File: src/core/exec_pkg.sv
// Shared types and constants for the instruction execution block
package exec_pkg;

  // ==========================================================
  // Widths
  localparam int DATA_W = 8;
  localparam int PC_W = 12;
  localparam int BIT_W = 3;
  localparam int SHORT_DISP_W = 5;
  localparam int LONG_DISP_W = 8;
  localparam int LEN_W = 2;
  localparam int CYC_W = 3;

  // ==========================================================
  // Instruction lengths in bytes
  localparam logic [LEN_W-1:0] LEN_ONE = 2'h1;
  localparam logic [LEN_W-1:0] LEN_TWO = 2'h2;
  localparam logic [LEN_W-1:0] LEN_THREE = 2'h3;

  // ==========================================================
  // Cycle counts
  localparam logic [CYC_W-1:0] CYC_SHORT = 3'h2;
  localparam logic [CYC_W-1:0] CYC_NORMAL = 3'h4;
  localparam logic [CYC_W-1:0] CYC_BIT_TEST = 3'h5;
  localparam logic [CYC_W-1:0] CYC_ONE = 3'h1;
  localparam logic [CYC_W-1:0] CYC_ZERO = 3'h0;

  // ==========================================================
  // Branch offsets: target = pc + bias + signed displacement
  localparam logic [PC_W-1:0] SHORT_BR_BIAS = 12'h001;
  localparam logic [PC_W-1:0] BIT_BR_BIAS = 12'h002;
  localparam logic [PC_W-1:0] PC_RESET = 12'h000;

  // ==========================================================
  // Data constants
  localparam logic [DATA_W-1:0] BYTE_ZERO = 8'h00;
  localparam logic [DATA_W-1:0] BYTE_ONE = 8'h01;

  // ==========================================================
  // Decoded operations
  typedef enum logic [4:0] {
    op_nop = 5'h00,
    op_return = 5'h01,
    op_return_from_interrupt = 5'h02,
    op_stop = 5'h03,
    op_wait = 5'h04,
    op_branch_short_on_carry = 5'h05,
    op_branch_short_on_no_carry = 5'h06,
    op_branch_short_on_zero = 5'h07,
    op_branch_short_on_nonzero = 5'h08,
    op_bit_clear_test_branch = 5'h09,
    op_bit_high_test_branch = 5'h0A,
    op_bit_force_high = 5'h0B,
    op_bit_force_low = 5'h0C,
    op_jump = 5'h0D,
    op_call = 5'h0E,
    op_sum = 5'h0F,
    op_mask = 5'h10,
    op_compare = 5'h11,
    op_difference = 5'h12,
    op_increment = 5'h13,
    op_decrement = 5'h14,
    op_complement = 5'h15,
    op_rotate_left_through_carry = 5'h16,
    op_shift_left_accumulator = 5'h17,
    op_clear = 5'h18
  } op_t;

  // Addressing form of the operand
  typedef enum logic [2:0] {
    mode_inherent = 3'h0,
    mode_short_direct = 3'h1,
    mode_direct = 3'h2,
    mode_indirect = 3'h3,
    mode_immediate = 3'h4
  } mode_t;

  // Execution sequencer, Gray coded along idle-run-done
  typedef enum logic [1:0] {
    st_idle = 2'b00,
    st_run = 2'b01,
    st_done = 2'b11
  } state_t;

endpackage

File: src/core/alu_if.sv
// Carrier between the sequencer and the arithmetic/bit unit
`timescale 1ns/10ps
interface alu_if;
  import exec_pkg::*;
  op_t op;
  logic clear_acc;
  logic [DATA_W-1:0] acc;
  logic [DATA_W-1:0] operand;
  logic [BIT_W-1:0] bit_sel;
  logic carry_in;
  logic [DATA_W-1:0] result;
  logic zero;
  logic carry;
  logic zero_upd;
  logic carry_upd;
  logic bit_value;

  modport req (
    output op, clear_acc, acc, operand, bit_sel, carry_in,
    input result, zero, carry, zero_upd, carry_upd, bit_value
  );
  modport unit (
    input op, clear_acc, acc, operand, bit_sel, carry_in,
    output result, zero, carry, zero_upd, carry_upd, bit_value
  );
endinterface

File: src/core/instr_exec.sv
// Instruction execution sequencer: length, timing, flags and branches
`timescale 1ns/10ps

module instr_exec
  import exec_pkg::*;
(
  input wire logic mclk,
  input wire logic rst_n,
  input wire logic instr_valid,
  input wire op_t instr_op,
  input wire mode_t instr_mode,
  input wire logic [BIT_W-1:0] instr_bit,
  input wire logic [LONG_DISP_W-1:0] instr_disp,
  input wire logic [PC_W-1:0] instr_target,
  input wire logic [PC_W-1:0] instr_pc,
  input wire logic [DATA_W-1:0] acc_in,
  input wire logic [DATA_W-1:0] operand_in,
  input wire logic [PC_W-1:0] return_addr,
  input wire logic saved_zero,
  input wire logic saved_carry,
  input wire logic watchdog_opt,
  output logic busy,
  output logic done,
  output logic [LEN_W-1:0] instr_len,
  output logic [CYC_W-1:0] instr_cycles,
  output logic flag_zero,
  output logic flag_carry,
  output logic [PC_W-1:0] next_pc,
  output logic pc_load,
  output logic [DATA_W-1:0] result,
  output logic acc_we,
  output logic data_we,
  output logic push_return,
  output logic branch_taken,
  output logic enter_wait,
  output logic enter_stop
);

  // ==========================================================
  // Latched instruction
  state_t state;
  state_t next_state;
  op_t op;
  mode_t mode;
  logic [BIT_W-1:0] bit_sel;
  logic [LONG_DISP_W-1:0] disp;
  logic [PC_W-1:0] target;
  logic [PC_W-1:0] pc;
  logic [DATA_W-1:0] acc;
  logic [DATA_W-1:0] operand;
  logic [CYC_W-1:0] count;

  alu_if alu ();

  alu_unit u_alu (
    .bus(alu.unit)
  );

  // Feed the unit from the latched instruction and the carry flag
  assign alu.op = op;
  assign alu.clear_acc = (mode == mode_short_direct);
  assign alu.acc = acc;
  assign alu.operand = operand;
  assign alu.bit_sel = bit_sel;
  assign alu.carry_in = flag_carry;

  // ==========================================================
  // Length and cycle decode of the incoming instruction
  logic [LEN_W-1:0] dec_len;
  logic [CYC_W-1:0] dec_cycles;
  logic is_alu;
  logic alu_two_bytes;

  assign is_alu = (instr_op >= op_sum);
  assign alu_two_bytes = (instr_mode == mode_direct)
                      || (instr_mode == mode_immediate)
                      || (instr_op == op_shift_left_accumulator);

  always_comb begin
    dec_len = LEN_ONE;
    dec_cycles = CYC_SHORT;
    if (is_alu) begin
      dec_cycles = CYC_NORMAL;
      if (instr_op == op_clear && instr_mode == mode_direct) begin
        dec_len = LEN_THREE;
      end else if (instr_op == op_clear || alu_two_bytes) begin
        dec_len = LEN_TWO;
      end
    end else if (instr_op == op_bit_clear_test_branch
              || instr_op == op_bit_high_test_branch) begin
      dec_len = LEN_THREE;
      dec_cycles = CYC_BIT_TEST;
    end else if (instr_op == op_bit_force_high
              || instr_op == op_bit_force_low) begin
      dec_len = LEN_TWO;
      dec_cycles = CYC_NORMAL;
    end else if (instr_op == op_jump || instr_op == op_call) begin
      dec_len = LEN_TWO;
      dec_cycles = CYC_NORMAL;
    end else begin
      dec_len = LEN_ONE;
      dec_cycles = CYC_SHORT;
    end
  end

  // ==========================================================
  // Branch targets and conditions
  logic [PC_W-1:0] short_ext;
  logic [PC_W-1:0] long_ext;
  logic [PC_W-1:0] short_target;
  logic [PC_W-1:0] long_target;
  logic [PC_W-1:0] fall_through;
  logic is_short_br;
  logic is_bit_br;
  logic short_cond;
  logic bit_cond;
  logic take;

  // Sign extension of the two displacement sizes
  assign short_ext = {{(PC_W-SHORT_DISP_W){disp[SHORT_DISP_W-1]}},
                      disp[SHORT_DISP_W-1:0]};
  assign long_ext = {{(PC_W-LONG_DISP_W){disp[LONG_DISP_W-1]}},
                     disp};
  assign short_target = pc + SHORT_BR_BIAS + short_ext;
  assign long_target = pc + BIT_BR_BIAS + long_ext;
  assign fall_through = pc + {{(PC_W-LEN_W){1'b0}}, instr_len};

  assign is_short_br = (op == op_branch_short_on_carry)
                    || (op == op_branch_short_on_no_carry)
                    || (op == op_branch_short_on_zero)
                    || (op == op_branch_short_on_nonzero);
  assign is_bit_br = (op == op_bit_clear_test_branch)
                  || (op == op_bit_high_test_branch);

  // Short branch condition on the current flags
  assign short_cond = (op == op_branch_short_on_carry) ? flag_carry
                    : (op == op_branch_short_on_no_carry) ? !flag_carry
                    : (op == op_branch_short_on_zero) ? flag_zero
                    : !flag_zero;
  // Bit-test polarity
  assign bit_cond = (op == op_bit_high_test_branch) ? alu.bit_value
                  : !alu.bit_value;
  assign take = (is_short_br && short_cond) || (is_bit_br && bit_cond);

  // ==========================================================
  // Completion values
  logic [PC_W-1:0] next_target;
  logic writes_acc;
  logic writes_data;
  logic stop_as_wait;

  assign next_target = (op == op_jump || op == op_call) ? target
                     : (op == op_return
                        || op == op_return_from_interrupt) ? return_addr
                     : (is_short_br && take) ? short_target
                     : (is_bit_br && take) ? long_target
                     : fall_through;
  assign writes_acc = (op == op_sum) || (op == op_mask)
                   || (op == op_difference) || (op == op_complement)
                   || (op == op_rotate_left_through_carry)
                   || (op == op_shift_left_accumulator)
                   || (op == op_clear && mode == mode_short_direct);
  assign writes_data = (op == op_increment) || (op == op_decrement)
                    || (op == op_bit_force_high)
                    || (op == op_bit_force_low)
                    || (op == op_clear && mode != mode_short_direct);
  assign stop_as_wait = (op == op_stop) && watchdog_opt;

  // ==========================================================
  // Sequencer next state
  always_comb begin
    next_state = state;
    case (state)
      st_idle: begin
        if (instr_valid) begin
          next_state = st_run;
        end
      end
      st_run: begin
        if (count == CYC_ZERO) begin
          next_state = st_done;
        end
      end
      st_done: begin
        next_state = st_idle;
      end
      default: begin
        next_state = st_idle;
      end
    endcase
  end

  // State and cycle counter
  always_ff @(posedge mclk or negedge rst_n) begin
    if (!rst_n) begin
      state <= st_idle;
      count <= CYC_ZERO;
    end else begin
      state <= next_state;
      if (state == st_idle && instr_valid) begin
        count <= dec_cycles - CYC_ONE;
      end else if (state == st_run && count != CYC_ZERO) begin
        count <= count - CYC_ONE;
      end
    end
  end

  // Capture of the instruction on acceptance
  always_ff @(posedge mclk or negedge rst_n) begin
    if (!rst_n) begin
      op <= op_nop;
      mode <= mode_inherent;
      bit_sel <= '0;
      disp <= '0;
      target <= PC_RESET;
      pc <= PC_RESET;
      acc <= BYTE_ZERO;
      operand <= BYTE_ZERO;
      instr_len <= LEN_ONE;
      instr_cycles <= CYC_SHORT;
    end else if (state == st_idle && instr_valid) begin
      op <= instr_op;
      mode <= instr_mode;
      bit_sel <= instr_bit;
      disp <= instr_disp;
      target <= instr_target;
      pc <= instr_pc;
      acc <= acc_in;
      operand <= operand_in;
      instr_len <= dec_len;
      instr_cycles <= dec_cycles;
    end
  end

  // Flags: only the unit's update bits or interrupt return change them
  always_ff @(posedge mclk or negedge rst_n) begin
    if (!rst_n) begin
      flag_zero <= 1'b0;
      flag_carry <= 1'b0;
    end else if (state == st_run && count == CYC_ZERO) begin
      if (op == op_return_from_interrupt) begin
        flag_zero <= saved_zero;
        flag_carry <= saved_carry;
      end else begin
        if (alu.zero_upd) begin
          flag_zero <= alu.zero;
        end
        if (alu.carry_upd) begin
          flag_carry <= alu.carry;
        end
      end
    end
  end

  // Completion outputs, one cycle long except busy, next_pc and result, which hold
  always_ff @(posedge mclk or negedge rst_n) begin
    if (!rst_n) begin
      busy <= 1'b0;
      done <= 1'b0;
      pc_load <= 1'b0;
      next_pc <= PC_RESET;
      result <= BYTE_ZERO;
      acc_we <= 1'b0;
      data_we <= 1'b0;
      push_return <= 1'b0;
      branch_taken <= 1'b0;
      enter_wait <= 1'b0;
      enter_stop <= 1'b0;
    end else begin
      busy <= (next_state != st_idle);
      done <= (state == st_run && count == CYC_ZERO);
      pc_load <= (state == st_run && count == CYC_ZERO);
      acc_we <= (state == st_run && count == CYC_ZERO) && writes_acc;
      data_we <= (state == st_run && count == CYC_ZERO) && writes_data;
      push_return <= (state == st_run && count == CYC_ZERO)
                  && (op == op_call);
      branch_taken <= (state == st_run && count == CYC_ZERO) && take;
      enter_wait <= (state == st_run && count == CYC_ZERO)
                 && (op == op_wait || stop_as_wait);
      enter_stop <= (state == st_run && count == CYC_ZERO)
                 && (op == op_stop) && !watchdog_opt;
      if (state == st_run && count == CYC_ZERO) begin
        next_pc <= next_target;
        result <= alu.result;
      end
    end
  end

endmodule

File: src/core/alu_unit.sv
// Arithmetic, logic and bit unit with flag effects
`timescale 1ns/10ps
module alu_unit
  import exec_pkg::*;
(
  alu_if.unit bus
);

  // ==========================================================
  // Operand helpers
  logic [DATA_W:0] wide_sum;
  logic [DATA_W:0] wide_diff;
  logic [DATA_W-1:0] bit_mask;
  logic [DATA_W-1:0] incremented;
  logic [DATA_W-1:0] decremented;

  assign wide_sum = {1'b0, bus.acc} + {1'b0, bus.operand};
  assign wide_diff = {1'b0, bus.acc} - {1'b0, bus.operand};
  assign bit_mask = BYTE_ONE << bus.bit_sel;
  assign incremented = bus.operand + BYTE_ONE;
  assign decremented = bus.operand - BYTE_ONE;
  assign bus.bit_value = |(bus.operand & bit_mask);
  assign bus.zero = (bus.result == BYTE_ZERO);

  // ==========================================================
  // Result and flag selection
  always_comb begin
    bus.result = bus.operand;
    bus.carry = bus.carry_in;
    bus.zero_upd = 1'b0;
    bus.carry_upd = 1'b0;
    case (bus.op)
      op_sum: begin
        bus.result = wide_sum[DATA_W-1:0];
        bus.carry = wide_sum[DATA_W];
        bus.zero_upd = 1'b1;
        bus.carry_upd = 1'b1;
      end
      op_mask: begin
        bus.result = bus.acc & bus.operand;
        bus.carry = 1'b0;
        bus.zero_upd = 1'b1;
        bus.carry_upd = 1'b1;
      end
      op_compare, op_difference: begin
        bus.result = wide_diff[DATA_W-1:0];
        bus.carry = wide_diff[DATA_W];
        bus.zero_upd = 1'b1;
        bus.carry_upd = 1'b1;
      end
      op_increment: begin
        bus.result = incremented;
        bus.zero_upd = 1'b1;
      end
      op_decrement: begin
        bus.result = decremented;
        bus.zero_upd = 1'b1;
      end
      op_complement: begin
        bus.result = ~bus.acc;
        bus.carry = bus.acc[DATA_W-1];
        bus.zero_upd = 1'b1;
        bus.carry_upd = 1'b1;
      end
      op_rotate_left_through_carry: begin
        bus.result = {bus.acc[DATA_W-2:0], bus.carry_in};
        bus.carry = bus.acc[DATA_W-1];
        bus.zero_upd = 1'b1;
        bus.carry_upd = 1'b1;
      end
      op_shift_left_accumulator: begin
        bus.result = {bus.acc[DATA_W-2:0], 1'b0};
        bus.carry = bus.acc[DATA_W-1];
        bus.zero_upd = 1'b1;
        bus.carry_upd = 1'b1;
      end
      op_clear: begin
        bus.result = BYTE_ZERO;
        bus.carry = 1'b0;
        bus.zero_upd = bus.clear_acc;
        bus.carry_upd = bus.clear_acc;
      end
      op_bit_force_high: begin
        bus.result = bus.operand | bit_mask;
      end
      op_bit_force_low: begin
        bus.result = bus.operand & ~bit_mask;
      end
      op_bit_clear_test_branch, op_bit_high_test_branch: begin
        bus.carry = bus.bit_value;
        bus.carry_upd = 1'b1;
      end
      default: begin
        bus.result = bus.operand;
      end
    endcase
  end

endmodule

File: config.mk
export PLATFORM = sky130hd
export DESIGN_NAME = instr_exec
export DESIGN_NICKNAME = d
export VERILOG_FILES = /design/src/core/exec_pkg.sv /design/src/core/alu_if.sv /design/src/core/instr_exec.sv /design/src/core/alu_unit.sv
export SDC_FILE = /design/constraint.sdc
export NUM_CORES = 1
export LEC_CHECK = 0
export ABC_CLOCK_PERIOD_IN_PS = 4500
export BUFFER_PORTS_ARGS = -buffer_cell sky130_fd_sc_hd__buf_2
export CAP_MARGIN = 20
export CORE_UTILIZATION = 50
export CTS_CLUSTER_SIZE = 12
export DETAILED_ROUTE_END_ITERATION = 10
export GPL_TIMING_DRIVEN = 0
export PLACE_DENSITY_LB_ADDON = 0.3
export SYNTH_ARGS = -nofsm -noshare
export SYNTH_HDL_FRONTEND = slang
export SYNTH_SLANG_ARGS = --single-unit
export TNS_END_PERCENT = 1
File: constraint.sdc
create_clock -name mclk -period 4.5 [get_ports mclk]
set_input_delay 0.9 -clock mclk [delete_from_list [all_inputs] [get_ports mclk]]
set_output_delay 0.9 -clock mclk [all_outputs]
set_load 0.005 [all_outputs]
==> reports/metrics.csv <==
stage,metric,value,unit
status,status,"finished, final reports clean",
detailed_routing,drt via density,5.92,
synthesis,Synth Area per Inst,7.95,µm²
floorplanning,row count,44,
detailed_routing,antenna-violating nets left,0,
global_route,gr usage total,31.1,%
synthesis,Synth cell types,72,
timing,fin worst setup slack,0.982,ns
worst_setup_path,Crit Path Category,register to register,
power,switching share of power,49.7,%
synthesis,ys flop type,dfrtp_1,
finish,antenna cell count,0,
detailed_routing,drt first-iter violations,527,
place,IO Port Bufs,110,
finish,Fillers,1397,
worst_setup_path,Worst setup EP type,register,
clock_tree,CTS hold repair buffers,0,
finish,share of cells above drive strength 1,14.5,%
clock_tree,total CTS buffers,9,
floorplanning,Chip Height,124,µm
detailed_routing,DR WL/cell,18.2,µm
floorplanning,core area,14500,µm²
finish,fin util,58.9,%
worst_setup_path,"Req. time, crit path",4.78,ns
global_route,largest net degree at the start of global routing,65,
power,Psw,0.00333,W
worst_setup_path,CP peak stage delay,0.70,ns
power,LEAKAGE,4.10,nW
power,combinational share of power,62.3,%
clock_tree,post-CTS setup buffer count,0,
synthesis,"EDFF count, synth",0,
worst_setup_path,CP Launch Type,register,
clock_tree,Post-CTS Resized,0,
clock_tree,clock tree from TritonCTS,yes,
worst_setup_path,slowest cell on the critical path,a211oi_1,
timing,Finish-stage setup viols,0,
detailed_routing,drt total wl,22800,µm
timing,Max Freq,284,MHz
finish,Final nets,1192,
timing,TNS Setup,0,ns
timing,Final Max Slew Viols,0,
worst_setup_path,crit path from,alu.operand[0],
worst_hold_path,hold path startpoint,result[1],
power,P_int,0.00337,W
timing,relative slew slack,30.4,%
synthesis,Synth async-reset ratio,100,%
global_route,global route overflow,0,
worst_setup_path,Worst EP arrival,3.79,ns
power,VDD IR max,0.000372,V
timing,Slew @ Worst Pin,1.04,ns
timing,Final Hold Viols,0,
global_route,vias in the first global route,6922,
clock_tree,Root Driver,clkbuf_16,
detailed_routing,drt drc,0,
timing,Period minus WS final,3.52,ns
finish,"commonest non-fill, non-tap cell in the layout",nand2_1,
detailed_routing,via count,7393,
synthesis,Syn Inst Count,936,
flow_run,Max-cap violations,0,
synthesis,synthesized area,7440,µm²
worst_setup_path,crit path cell chain,clkbuf_1 > mux2i_1 > o21ai_0 > a211oi_1 > mux2i_1 > buf_2 > nor3_1 > a221oi_1 > mux2i_1 > o21ai_0,
clock_tree,worst skew pair latency,0.36,ns
floorplanning,Die X,124,µm
synthesis,Seq cells post-synth,99,
global_route,global-route wire length before repair,36100,µm
worst_hold_path,Hold Path Class,register to register,
worst_setup_path,worst r2r src,alu.operand[0],
timing,RSZ-0062 raised after global routing,false,
worst_setup_path,crit path max fanout,10,
timing,clock skew,0.0124,ns
global_route,initial antenna violation count,0,
place,Final Wtd Congestion,0.991,
worst_setup_path,crit-path most repeated cell,mux2i_1,
synthesis,post-synth net total,1069,
power,pwr/cell area,782,nW/µm²
clock_tree,CTS Sinks,99,
place,Detail Placement HPWL,17600,µm
timing,period utilization,78.2,%
finish,Area Overhead vs Synth,15.0,%
power,Reg power frac,25.7,%
finish,"commonest non-fill, non-tap cells in the layout","225 x nand2_1, 120 x buf_2, 97 x dfrtp_1",
detailed_routing,DR pass1 iterations,7,
synthesis,"Warnings, synthesis",0,
clock_tree,Clock Tree Buf Depth,2,
clock_tree,clock slew at reported path FFs,0.08,ns
floorplanning,die footprint,15400,µm²
place,Post-Place Worst Slack,1.25,ns
power,clock share of power,12.0,%
floorplanning,I/O pin cnt,113,
floorplanning,Initial Util,51.2,%
synthesis,"Seq/Total Area, Yosys",33.3,%
power,Tot Pwr,0.00670,W
clock_tree,H-tree Lvls,3,
-- power groups by stage --
stage               clock network, W  logic (W)  registers (W)
floorplan                          0    0.00293        0.00160
global placement                   0    0.00397        0.00171
CTS                         0.000811    0.00409        0.00171
finish                      0.000804    0.00417        0.00172
global route                0.000853    0.00464        0.00177
detailed placement                 0    0.00406        0.00172
-- Yosys cell counts, types with 7 or more instances --
| master | number | share of area, % |
|---|---|---|
| o211ai_1 | 8 | 0.81 |
| fa_1 | 7 | 1.9 |
| clkbuf_1 | 32 | 1.6 |
| a21o_1 | 7 | 0.71 |
| o2111ai_1 | 9 | 1.1 |
| nand2_1 | 225 | 11 |
| xor2_1 | 17 | 2.0 |
| ha_1 | 49 | 8.2 |
| nor3_1 | 22 | 1.5 |
| o21ai_0 | 65 | 4.4 |
| a22oi_1 | 9 | 0.91 |
| nand2b_1 | 9 | 0.76 |
| mux2i_1 | 13 | 1.7 |
| xnor2_1 | 17 | 2.0 |
| inv_1 | 30 | 1.5 |
| buf_2 | 10 | 0.67 |
| nand4_1 | 9 | 0.76 |
| a211oi_1 | 12 | 1.2 |
| o22ai_1 | 12 | 1.0 |
| nor2b_1 | 9 | 0.76 |
| o31ai_1 | 8 | 0.81 |
| nor2_1 | 61 | 3.1 |
| o21a_1 | 10 | 1.0 |
| dfrtp_1 | 97 | 33 |
| nand3_1 | 17 | 1.1 |
| a21oi_1 | 57 | 3.8 |
-- path summary, 6_finish.rpt --
path	endpoint	slack [ns]	depth (start not counted)
min in group asynchronous	target[4]	0.50	1
min	result[1]	0.47	2
min reg2reg	result[1]	0.47	2
max	next_pc[0]	0.98	10
max reg2reg	next_pc[0]	0.98	10
max in group asynchronous	instr_cycles[1]	3.28	2
-- state kept, by name (all words and copies together) (netlist names), 5 cells and up --
name	flops
next_pc	12
pc	12
target	12
acc	8
alu.operand	8
disp	8
result	8
alu.op	5
-- routing by layer --
layer	vias to the layer above	GRT usage [%]	part of all wire, %
met2	324	48.1	44
met5	-	0	0
met4	0	9.38	1.9
met3	35	6.32	8.2
li1	3549	-	-
met1	3485	43.9	46
-- metrics by stage --
stage	cells	area, µm²	hold WS (ns)
after floorplan	936	7440	0.438
after detailed placement	1232	8260	0.461
after global placement	1230	8220	0.453
after global routing	1248	8560	0.504
final	1248	8560	0.472
after CTS	1248	8560	0.477
-- cell type report --
class                           instances  area [µm²]  share of cell area [%]
Buffer                                 50         211                    2.47
Sequential cell                        99        2480                    29.0
Clock buffer                           10         229                    2.67
Tap cell                              184         230                    2.69
Inverter                               30         113                    1.32
Clock inverter                          6        72.6                   0.848
Multi-Input combinational cell        757        4640                    54.2
Timing Repair Buffer                  112         586                    6.84
-- worst max-delay path: cells and delay by family, from the launching register on --
kind / cells / cell delay (ns)
compound gates: 4 / 1.48
buf+inv: 2 / 0.63
flops: 1 / 0.44
mux: 3 / 0.80
simple gates: 1 / 0.08
-- cells by family after synthesis --
logic type               synth area share [%]
AND/OR/NAND/NOR                          24.9
AO/OA/AOI/OAI                            21.4
flip-flops                               33.3
buffers and inverters                    4.35
adder cells (fa/ha/maj)                  10.1
XOR/XNOR                                 4.00
multiplexers                             1.90
Power figures use the tool's default switching activity.
